===== src/design/gac_pkg.sv =====
// Purpose: shared constants for the gain amplifier control block
// Assumes: APB slave, 32-bit data, one word per register
// Notes: register offsets are byte addresses
package gac_pkg;
   localparam int gac_num_amps = 3;
   // register byte offsets
   localparam logic [11:0] gac_off_amp0 = 12'h000;
   localparam logic [11:0] gac_off_amp1 = 12'h004;
   localparam logic [11:0] gac_off_amp2 = 12'h008;
   localparam logic [11:0] gac_off_status = 12'h00c;
   localparam logic [7:0] gac_ctrl_reset = 8'h00;
   // control field positions
   localparam int gac_bit_on = 7;
   localparam int gac_bit_short = 6;
   localparam int gac_gain_hi = 5;
   localparam int gac_gain_lo = 4;
   localparam int gac_bit_cmp = 3;
   localparam int gac_sel_hi = 2;
   localparam int gac_sel_lo = 0;
   // converter clock divider for the /8 amplifier clock
   localparam int gac_div_ratio = 8;
   // software-start conversion lengths in converter clocks, by divided clock phase
   localparam logic [4:0] gac_len_short = 5'h0d;
   localparam logic [4:0] gac_len_long = 5'h0e;
   // clock source codes
   typedef enum logic [2:0] {
      gac_src_adc_div8 = 3'h0,
      gac_src_t0_cmp = 3'h1,
      gac_src_t0_ovf = 3'h2,
      gac_src_t1_cmpb = 3'h3,
      gac_src_t1_ovf = 3'h4,
      gac_src_power_stage_sync_zero = 3'h5,
      gac_src_power_stage_sync_one = 3'h6,
      gac_src_power_stage_sync_two = 3'h7
   } gac_src_t;
   // gain codes
   typedef enum logic [1:0] {
      gac_gain_5 = 2'h0,
      gac_gain_10 = 2'h1,
      gac_gain_20 = 2'h2,
      gac_gain_40 = 2'h3
   } gac_gain_t;
endpackage


===== src/design/gac_channel.sv =====
// Purpose: one amplifier channel: clock event select, enable hold, comparator clock
// Assumes: event inputs are one-cycle pulses on mclk
// Notes: identical for all three amplifiers
`timescale 1ns/10ps
module gac_channel (
   input wire logic mclk,
   input wire logic rst_n,
   input wire logic [7:0] ctrl,
   input wire logic [7:0] events,
   input wire logic conv_busy,
   output logic amp_on,
   output logic sync_pulse,
   output logic cmp_clk_pulse
);
   typedef enum logic [1:0] {gac_ch_off, gac_ch_on, gac_ch_drain} gac_ch_state_t;
   gac_ch_state_t state_r, state_nxt;
   logic [2:0] sel;
   logic sel_evt;
   logic half_r;
   logic [15:0] gap_r;
   logic mid_hit;

   // pick the selected event; RULE_11 and RULE_12 share the table
   assign sel = ctrl[gac_pkg::gac_sel_hi:gac_pkg::gac_sel_lo];
   assign sel_evt = events[sel];

   // RULE_04 disable waits for conversion end
   always_comb begin
      state_nxt = state_r;
      case (state_r)
         gac_ch_off: if (ctrl[gac_pkg::gac_bit_on]) state_nxt = gac_ch_on;
         gac_ch_on: if (!ctrl[gac_pkg::gac_bit_on]) begin
            state_nxt = conv_busy ? gac_ch_drain : gac_ch_off;
         end
         gac_ch_drain: begin
            if (ctrl[gac_pkg::gac_bit_on]) state_nxt = gac_ch_on;
            else if (!conv_busy) state_nxt = gac_ch_off;
         end
         default: state_nxt = gac_ch_off;
      endcase
   end

   always_ff @(posedge mclk) begin
      if (!rst_n) state_r <= gac_ch_off;
      else state_r <= state_nxt;
   end

   // RULE_03 on while running or draining
   assign amp_on = (state_r != gac_ch_off);
   // RULE_16 single-cycle sync pulse
   assign sync_pulse = amp_on && sel_evt;

   // measure event spacing so a mid-period tick can be placed
   always_ff @(posedge mclk) begin
      if (!rst_n) begin
         gap_r <= 16'h0000;
         half_r <= 1'b0;
      end else if (sync_pulse) begin
         gap_r <= 16'h0000;
         half_r <= 1'b0;
      end else begin
         if (gap_r != 16'hffff) gap_r <= gap_r + 16'h0001;
         if (mid_hit) half_r <= 1'b1;
      end
   end

   // period estimate is the last gap; first period after enable gives one tick only
   logic [15:0] last_gap_r;
   always_ff @(posedge mclk) begin
      if (!rst_n) last_gap_r <= 16'h0000;
      else if (sync_pulse) last_gap_r <= gap_r;
   end
   assign mid_hit = !half_r && (last_gap_r != 16'h0000) && (gap_r == (last_gap_r >> 1));

   // RULE_10 comparator ticks twice per amp clock
   assign cmp_clk_pulse = ctrl[gac_pkg::gac_bit_cmp] && amp_on && (sync_pulse || mid_hit);
endmodule // gac_channel


===== src/design/gac_top.sv =====
// Purpose: control of three programmable-gain amplifiers ahead of the converter
// Assumes: APB slave, synchronous inputs, one clock mclk at 250 MHz
// Notes: the analog path itself is outside; this block drives its controls
// Functional notes
// RULE_01 - one 8-bit read/write control register per amplifier, reset zero
// RULE_02 - same layout for all three; each controls only its own amplifier
// RULE_03 - bit 7 one switches the amplifier on, zero switches it off
// RULE_04 - clearing enable mid-conversion takes effect when conversion ends
// RULE_05 - software clears selector low bits together with enable
// RULE_06 - bit 6 one shorts the amplifier input
// RULE_07 - gain field 00/01/10/11 gives gain 5/10/20/40
// RULE_08 - outside keeps input stable four sync periods after gain change
// RULE_09 - bit 3 one routes amplifier output to its comparator positive input
// RULE_10 - connected comparator clocks at twice the amplifier sync rate
// RULE_11 - selector 000..100: converter/8, t0 compare, t0 overflow, t1 cmpB, t1 overflow
// RULE_12 - selector 101..111: power-stage sync zero, one, two
// RULE_13 - amplified conversion starts only on the selected clock event
// RULE_14 - software start with divided clock: 13 clocks if low, 14 if high
// RULE_15 - auto trigger starts at first amp event after latest trigger
// RULE_16 - each selected source becomes a single-cycle sync pulse
//
// Our own choices: the APB interface to the registers and the address map.
`timescale 1ns/10ps
module gac_top (
   input wire logic mclk,
   input wire logic rst_n,
   input wire logic psel,
   input wire logic penable,
   input wire logic pwrite,
   input wire logic [11:0] paddr,
   input wire logic [31:0] pwdata,
   output logic [31:0] prdata,
   output logic pready,
   output logic pslverr,
   input wire logic adc_clk_en,
   input wire logic timer0_cmp,
   input wire logic timer0_ovf,
   input wire logic timer1_cmpb,
   input wire logic timer1_ovf,
   input wire logic power_stage_sync_zero,
   input wire logic power_stage_sync_one,
   input wire logic power_stage_sync_two,
   input wire logic [1:0] conv_channel,
   input wire logic conv_soft_start,
   input wire logic conv_auto_trig,
   input wire logic conv_done,
   output logic [2:0] amp_on,
   output logic [2:0] amp_input_short,
   output logic [5:0] amp_gain,
   output logic [2:0] amp_to_comparator,
   output logic [2:0] amp_sync,
   output logic [2:0] comparator_clk,
   output logic conv_start,
   output logic [4:0] conv_length,
   output logic conv_busy,
   output logic divided_converter_clock
);
   localparam int n = gac_pkg::gac_num_amps;
   logic [7:0] ctrl_r [n];
   logic [2:0] div_r;
   logic div8_pulse;
   logic [7:0] events;
   logic [2:0] sync_w;
   logic [2:0] cmp_w;
   logic [2:0] on_w;
   logic wr_en;
   logic rd_en;
   logic [2:0] hit;
   logic hit_status;
   logic busy_r;
   logic pend_r;
   logic pend_nxt;
   logic [1:0] chan_r;
   logic start_w;
   logic [31:0] rdata_nxt;

   // converter clock divided by eight; high half marks the slow phase
   always_ff @(posedge mclk) begin
      if (!rst_n) div_r <= 3'h0;
      else if (adc_clk_en) div_r <= div_r + 3'h1;
   end
   assign div8_pulse = adc_clk_en && (div_r == 3'h7);
   assign divided_converter_clock = div_r[2];

   // RULE_11 source table order
   assign events = {power_stage_sync_two, power_stage_sync_one, power_stage_sync_zero,
                    timer1_ovf, timer1_cmpb, timer0_ovf, timer0_cmp, div8_pulse};

   // RULE_02 one identical channel per amplifier
   for (genvar i = 0; i < n; i++) begin : g_ch
      gac_channel u_ch (
         .mclk(mclk),
         .rst_n(rst_n),
         .ctrl(ctrl_r[i]),
         .events(events),
         .conv_busy(busy_r && (chan_r == 2'(i))),
         .amp_on(on_w[i]),
         .sync_pulse(sync_w[i]),
         .cmp_clk_pulse(cmp_w[i])
      );
   end

   // apb decode, zero-wait slave
   assign wr_en = psel && penable && pwrite;
   assign rd_en = psel && !penable && !pwrite;
   assign hit[0] = (paddr == gac_pkg::gac_off_amp0);
   assign hit[1] = (paddr == gac_pkg::gac_off_amp1);
   assign hit[2] = (paddr == gac_pkg::gac_off_amp2);
   assign hit_status = (paddr == gac_pkg::gac_off_status);
   assign pready = 1'b1;
   // unmapped addresses answer with an error, reads give zero
   assign pslverr = psel && penable && !(|hit || (hit_status && !pwrite));

   // RULE_01 control registers, all bits writable
   always_ff @(posedge mclk) begin
      if (!rst_n) begin
         for (int k = 0; k < n; k++) ctrl_r[k] <= gac_pkg::gac_ctrl_reset;
      end else if (wr_en) begin
         for (int k = 0; k < n; k++) if (hit[k]) ctrl_r[k] <= pwdata[7:0];
      end
   end

   // read mux; status shows live amplifier and converter state
   always_comb begin
      rdata_nxt = 32'h0000_0000;
      if (hit[0]) rdata_nxt = {24'h000000, ctrl_r[0]};
      else if (hit[1]) rdata_nxt = {24'h000000, ctrl_r[1]};
      else if (hit[2]) rdata_nxt = {24'h000000, ctrl_r[2]};
      else if (hit_status) rdata_nxt = {24'h000000, pend_r, busy_r, chan_r, 1'b0, on_w};
   end

   always_ff @(posedge mclk) begin
      if (!rst_n) prdata <= 32'h0000_0000;
      else if (rd_en) prdata <= rdata_nxt;
   end

   // analog controls from flops
   always_ff @(posedge mclk) begin
      if (!rst_n) begin
         amp_input_short <= 3'h0;
         amp_gain <= 6'h00;
         amp_to_comparator <= 3'h0;
         amp_on <= 3'h0;
         amp_sync <= 3'h0;
         comparator_clk <= 3'h0;
      end else begin
         for (int k = 0; k < n; k++) begin
            // RULE_06 input shunt
            amp_input_short[k] <= ctrl_r[k][gac_pkg::gac_bit_short];
            // RULE_07 gain code to analog
            amp_gain[2*k +: 2] <= ctrl_r[k][gac_pkg::gac_gain_hi:gac_pkg::gac_gain_lo];
            // RULE_09 comparator routing
            amp_to_comparator[k] <= ctrl_r[k][gac_pkg::gac_bit_cmp];
         end
         amp_on <= on_w;
         amp_sync <= sync_w;
         comparator_clk <= cmp_w;
      end
   end

   // RULE_13 RULE_15 pending request waits for amp event
   assign pend_nxt = (pend_r || conv_soft_start || conv_auto_trig) && !start_w;
   assign start_w = (pend_r || conv_soft_start || conv_auto_trig) && !busy_r
                    && (conv_channel < 2'h3) && sync_w[conv_channel];

   always_ff @(posedge mclk) begin
      if (!rst_n) begin
         pend_r <= 1'b0;
         busy_r <= 1'b0;
         chan_r <= 2'h0;
         conv_start <= 1'b0;
         conv_length <= 5'h00;
      end else begin
         pend_r <= pend_nxt;
         conv_start <= start_w;
         if (start_w) begin
            busy_r <= 1'b1;
            chan_r <= conv_channel;
         end else if (conv_done) begin
            busy_r <= 1'b0;
         end
         // RULE_14 length by divided clock phase
         if (conv_soft_start) begin
            conv_length <= divided_converter_clock ? gac_pkg::gac_len_long
                                                   : gac_pkg::gac_len_short;
         end
      end
   end
   assign conv_busy = busy_r;
endmodule // gac_top


===== config.mk =====
export PLATFORM = sky130hd
export DESIGN_NAME = gac_top
export DESIGN_NICKNAME = d
export VERILOG_FILES = /design/src/design/gac_pkg.sv /design/src/design/gac_channel.sv /design/src/design/gac_top.sv
export SDC_FILE = /design/constraint.sdc
export NUM_CORES = 1
export LEC_CHECK = 0
export ABC_CLOCK_PERIOD_IN_PS = 4500
export BUFFER_PORTS_ARGS = -buffer_cell sky130_fd_sc_hd__buf_2
export CAP_MARGIN = 10
export CORE_ASPECT_RATIO = 0.5
export CORE_UTILIZATION = 35
export DETAILED_ROUTE_END_ITERATION = 6
export PLACE_DENSITY = 0.51
export SLEW_MARGIN = 10
export SYNTH_ARGS = -nofsm -noshare
export SYNTH_HDL_FRONTEND = slang
export SYNTH_HIERARCHICAL = 1
export SYNTH_SLANG_ARGS = --single-unit
export TNS_END_PERCENT = 5

===== constraint.sdc =====
create_clock -name mclk -period 4.5 [get_ports mclk]
set_input_delay 0.675 -clock mclk [delete_from_list [all_inputs] [get_ports mclk]]
set_output_delay 0.675 -clock mclk [all_outputs]
set_load 0.02 [all_outputs]

* Yosys cells after proc, flatten, opt, wreduce, memory -nomap -nowiden
Memory sizes are Yosys's and may differ from the RTL's. Cells that the tools add are included.
Storage, ports and cells: register bits after elaboration 171, RAM bits 24, input port bits 62, word-level logic and storage cells 177, memories 1
Memories:
- ctrl_r | depth 3, width 8, rd ports 3, clocked after Yosys merged registers in 0, wr ports 3, RTL line gac_top.sv:59 | logic [7:0] ctrl_r [n];
Operators by class: add/subtract/negate cells 4, $lt $le $gt $ge 5, equality and inequality tests 27, muxes and demuxes 49, bitwise operators 4, reduce and logical (&&, ||, !) cells 62
Operators by type and width (count):
- two-way mux 8 bit | 7
- adder 16 x 1 -> 16 bit (second input constant) | 3
- == test 16 x 15 -> 1 bit | 3
- inequality test 16 bit (second input constant) | 3
- nonzero test 16 bit | 3
- two-way mux 2 bit | 16
- logical AND 1 bit | 29
- == test 12 x 4 -> 1 bit (second input constant) | 2
- two-way mux 1 bit | 19
- case mux 2 bit (3 select lines) | 3
- == test 12 x 3 -> 1 bit (second input constant) | 1
- zero test 12 bit | 1
- less-than comparator 3 x 4 -> 1 bit (second input constant) | 3
- binary-select mux 1 bit (select 3 bit) | 3
- inequality test 3 x 2 -> 1 bit (second input constant) | 3
- AND reduction 3 bit | 3
- == test 2 x 1 -> 1 bit (second input constant) | 4
- == test 2 bit (second input constant) | 4
- zero test 1 bit | 8
- zero test 2 bit | 4
- nonzero test 2 bit | 4
- logical OR 1 bit | 6
- inequality test 2 x 1 -> 1 bit (second input constant) | 3
- inequality test 2 bit (second input constant) | 3
- other kinds (9) | 13

* Logic depth before layout (Yosys ltp)
word-level depth 10, depth in mapped cells 13

* Cells and area by module
Netlist, hierarchy kept.
By module, submodules not included:
- gac_channel | times used 3, cells each 193, area each 1790.5 µm², seq. area each 700.7 µm²
- gac_top | times used 1, cells each 237, area each 2618.8 µm², seq. area each 1521.5 µm²

* Least setup slack after synthesis
Ideal clock, no wire load.
path kind input -> register, start input paddr[7], end memory ctrl_r[0][0], enable pin, library setup time 0.387 ns, data arrival time 1.988 ns, path slack 2.126 ns, stages on the path 4, cells stage by stage nor4_4 and3_4 nand2_1 o31ai_1
RTL lines:
- start, declared | RTL line gac_top.sv:30 | input wire logic [11:0] paddr,
- end, declared | RTL line gac_top.sv:59

* Worst setup path in the final report
start register div_r[0], end register pend_r
On the way: cells in the longest elaborated chain, start to end 10, elaborated cells between the ends (all ways) 16, those cells by class 1 x eq/ne; 8 x mux; 7 x reduce/logical
RTL lines:
- start, declared | RTL line gac_top.sv:60 | logic [2:0] div_r;
- start signal, assigned | RTL line gac_top.sv:80 | else if (adc_clk_en) div_r <= div_r + 3'h1;
- == test 3 bit | RTL line gac_top.sv:82 | assign div8_pulse = adc_clk_en && (div_r == 3'h7);
- logical AND 1 bit | RTL line gac_top.sv:82
- via div8_pulse | RTL line gac_top.sv:61 | logic div8_pulse;
- binary-select mux 1 bit (select 3 bit) | RTL line gac_channel.sv:25 | assign sel_evt = events[sel];
- two-way mux 1 bit (not written as such) | RTL line gac_channel.sv:25
- logical AND 1 bit | RTL line gac_channel.sv:51 | assign sync_pulse = amp_on && sel_evt;
- via sync_w[2] | RTL line gac_top.sv:63 | logic [2:0] sync_w;
- binary-select mux 1 bit (select 2 bit) | RTL line gac_top.sv:164 | && (conv_channel < 2'h3) && sync_w[conv_channel];
- two-way mux 1 bit (not written as such) | RTL line gac_top.sv:164
- logical AND 1 bit | RTL line gac_top.sv:164
- zero test 1 bit | RTL line gac_top.sv:162 | assign pend_nxt = (pend_r || conv_soft_start || conv_auto_trig) && !start_w;
- logical AND 1 bit | RTL line gac_top.sv:162
- end signal, assigned | RTL line gac_top.sv:174 | pend_r <= pend_nxt;
- end, declared | RTL line gac_top.sv:71 | logic pend_r;
The timed path passes the listed nets, and every way through them passes these cells. The select of a mux whose other input is x is not followed. A chain may end at the register's enable or synchronous reset.

==> results.txt <==
----------------------------------------------------
[CTS]
  Clock slew at the register clock pins of the worst setup and hold paths ... around 70 ps
  CTS H-Tree Depth ... 4
  Clock sink count ... 169
  Hold bufs inserted after CTS ... 0
  Clock network latency to the later pin of the worst-skew pair ... about 430 ps
  CTS Root Cell ... clkbuf_16
  Deepest clock path buffer count ... 2
  Post-CTS setup-driven buffer insertion count ... 0
  CTS Buf Count ... 17
  Resize count post-CTS ... 0
  Clock tree from TritonCTS ... done

[Setup path]
  Kind of critical path ... reg -> reg
  Critical-path maximum fanout ... 19
  Req. time, crit path ... ~4800 ps
  Cell repeated most along the worst path ... ha_1
  Cell-by-cell trace of the critical path ... ha_1 -> ha_1 -> and2_1 -> mux2i_1 -> nand2_1 -> o2111ai_2 -> buf_4 -> inv_1 -> nand2b_1 -> a211oi_1 -> nand3_1 -> nor3b_1
  Data arrival time of the worst path ... about 2700 ps
  Worst setup SP type ... flip-flop
  Family with the most delay on the worst path ... simple AND/OR/NAND/NOR gates
  Critical Path Max Stage Delay ... approximately 350 ps
  Flop2flop setup slack ... between 2000 and 2500 ps
  Buffers plus inverters on the worst setup path ... 2
  Nature of the critical path endpoint ... flip-flop
  Cell with the largest stage delay on the worst path ... dfxtp_1

[Placed design]
  Post-Place Setup Slack ... 1810 ps
  Placement-stage cell area ... 0.00841 mm2
  Port Buffer Count ... 74
  Routability Congestion ... about 0.79
  HPWL reported at the end of detailed placement ... ~12 mm

[Global routing]
  GRT Util Overall ... between 15 and 20%
  Number of antenna violations at the first check in global routing ... 1
  Vias in the first global route ... around 5500
  Pin count of the biggest net entering global routing ... 59
  Total grt overflow ... 0
  Global-route wire length before repair ... ~29 mm

[Yosys]
  Largest area contributor in the synthesized netlist ... dfxtp_1
  Leading post-synthesis cells by cell area ... dfxtp_1, edfxtp_1, mux2i_1, xnor2_1, xor2_1
  Post-synthesis cell area ... about 0.008 mm2
  Post-synthesis sequential area ratio ... between 40 and 50%
  Fraction of registers with async set/reset ... 0%
  Synthesized netlist cell count ... 816
  Count of unique library cells instantiated by Yosys ... 50
  Most used flip-flop cell after synthesis ... dfxtp_1
  Number of enable-type register cells in the synthesized netlist ... 24
  Yosys top cell area share ... between 30% and 40%
  Average footprint of a synthesized cell ... 9.79 um2
  FF+latch count, synth ... approximately 170
  Number of warning messages in the yosys log ... 6

[Timing]
  Setup TNS ... 0 ps
  Final Cycle Share ... approximately 53%
  Unrepaired setup endpoints after global routing ... false
  Fin worst setup slack ... 2090 ps
  Hold Vio Cnt, Final ... 0
  Max-slew violations ... 0
  Worst max-slew margin expressed relative to the limit ... about half
  Final setup violation count ... 0
  Layout Skew ... ~11 ps
  Highest achievable clock rate ... ~0.42 GHz
  Final period demand of the worst path ... around 2400 ps
  Transition at the pin with the smallest max-transition slack ... about 730 ps

[Drt]
  DR pass1 iterations ... 5
  DR vias/cell ... 4.79
  WL/cell ... ~15 um
  Number of nets with antenna violations after detailed routing ... 0
  Post-route DRC violation count ... 0
  Total wirelength of the detailed-routed design ... 17.5 mm
  First-iteration detailed-routing DRC count ... 247
  Total via count after detailed routing ... roughly 5700

[Power]
  IR Drop Worst-Case VDD ... around 0.00025 V
  Leakage power total ... roughly 0.0038 uW
  Power per Cell Area ... 357 mW/mm2
  Post-layout total power ... about 3200 uW

[Floorplanning]
  Initial Util ... 36.3%
  Die Area ... approximately 0.023 mm2
  Area of the placeable core ... 0.0220 mm2
  Floorplan die height ... approximately 110 um
  Number of I/O pins ... 125
  Chip width ... 216 um
  Number of cell rows ... 38

[Cells and area]
  Total non-filler cell area in the finished layout ... a little under 0.009 mm2
  Post-layout nets ... around 940
  Antenna Diode Count ... 0
  Most common cell after layout, fill and taps aside ... dfxtp_1
  Ratio of cells with drive above 1 in the final layout ... between 15 and 20%
  Layout Area Growth over Synthesis ... 12.1%
  Post-layout util ... about two fifths
  Top library cells by usage in the layout, fill and taps aside ... dfxtp_1, nor2_1, buf_2

[Flow run]
  Max-cap violations ... 0

[Run status]
  Outcome ... finished clean

[Min path]
  Path type of the worst min-delay path ... reg -> reg

----------------------------------------------------
final cells by class:
type | count | area, um2
clock buffers | 17 | 425
clock inverters | 15 | 121
fillers | 2178 | 13100
inverters | 15 | 56.3
multi-input cells | 590 | 3930
flip-flops and latches | 169 | 3620
well taps | 300 | 375
repair buffers | 81 | 423
routing by layer:
metal / up-vias / GRT usage [%] / share of wire (%)
met5: - / 0 / 0
met4: 0 / 4.05 / 0.76
met3: 14 / 4.18 / 3.6
met2: 79 / 26.6 / 48
met1: 2694 / 19.5 / 47
li1: 2895 / - / -
state kept, by name (all words and copies together), names as in the netlist, 6 cells and up:
register and flops:
ctrl_r 24, g_ch.u_ch/gap_r 48, prdata 8, g_ch.u_ch/state_r 6, g_ch.u_ch/last_gap_r 48, amp_gain 6
synthesized netlist by cell type (3+ instances only):
master       n
dfxtp_1    145
nor2_1      74
mux2i_1     66
nor2b_1     48
nand2_1     47
xnor2_1     43
xor2_1      36
a21oi_1     31
nand3_1     31
nor4_1      30
and2_1      29
buf_4       28
edfxtp_1    24
nand4_1     20
buf_2       15
inv_1       15
nor3_1      13
o21ai_0     12
o31ai_1     11
clkbuf_1    10
a211oi_1     7
or3_1        7
buf_6        6
ha_1         5
nand2b_1     5
and3_1       4
clkbuf_2     4
a21boi_0     3
a311oi_1     3
a31oi_1      3
buf_12       3
mux4_2       3
nand2_4      3
nor3_2       3
nor4_2       3
nor4b_2      3
o2111ai_2    3
or2_1        3
or2_2        3
logic make-up (layout without fill, tap and decap cells):
logic type               count (synthesis)  after routing  synth area share [%]
AND/OR/NAND/NOR                        336            336                  23.4
flip-flops                             169            169                  45.3
adder cells (fa/ha/maj)                  5              5                 0.783
buffers and inverters                   81            128                  6.59
other                                    2             26                0.0940
XOR/XNOR                                79             79                  8.66
multiplexers                            69             69                  9.11
AO/OA/AOI/OAI                           75             75                  5.98
worst paths after layout:
check,to,startpoint,depth (start not counted)
hold reg to reg,g_ch[0].u_ch/half_r,g_ch[0].u_ch/half_r,2
setup / recovery,pend_r,div_r[0],12
hold / removal,g_ch[0].u_ch/half_r,g_ch[0].u_ch/half_r,2
setup reg to reg,pend_r,div_r[0],12
metrics by stage:
step / std cells / hold WS, ps
3_3_place_gp: 1155 / 430
5_1_grt: 1187 / 477
6_report: 1187 / 443
4_1_cts: 1187 / 447
3_5_place_dp: 1155 / 437
2_1_floorplan: 840 / 421
report_power, final:
part	internal, uW	total, uW	switching (uW)
clock network	716	1370	650
logic	90.8	233	142
registers	1570	1600	33.0
total	2370	3200	825
worst register-to-register path, delay by kind of cell, from the launching register on:
family	cells	cell delay (ps)
simple gates	5	730
compound gates	2	440
buf+inv	2	380
flops	1	350
fa+ha+maj	2	290
mux	1	100
(Power assumes the default switching activity.)
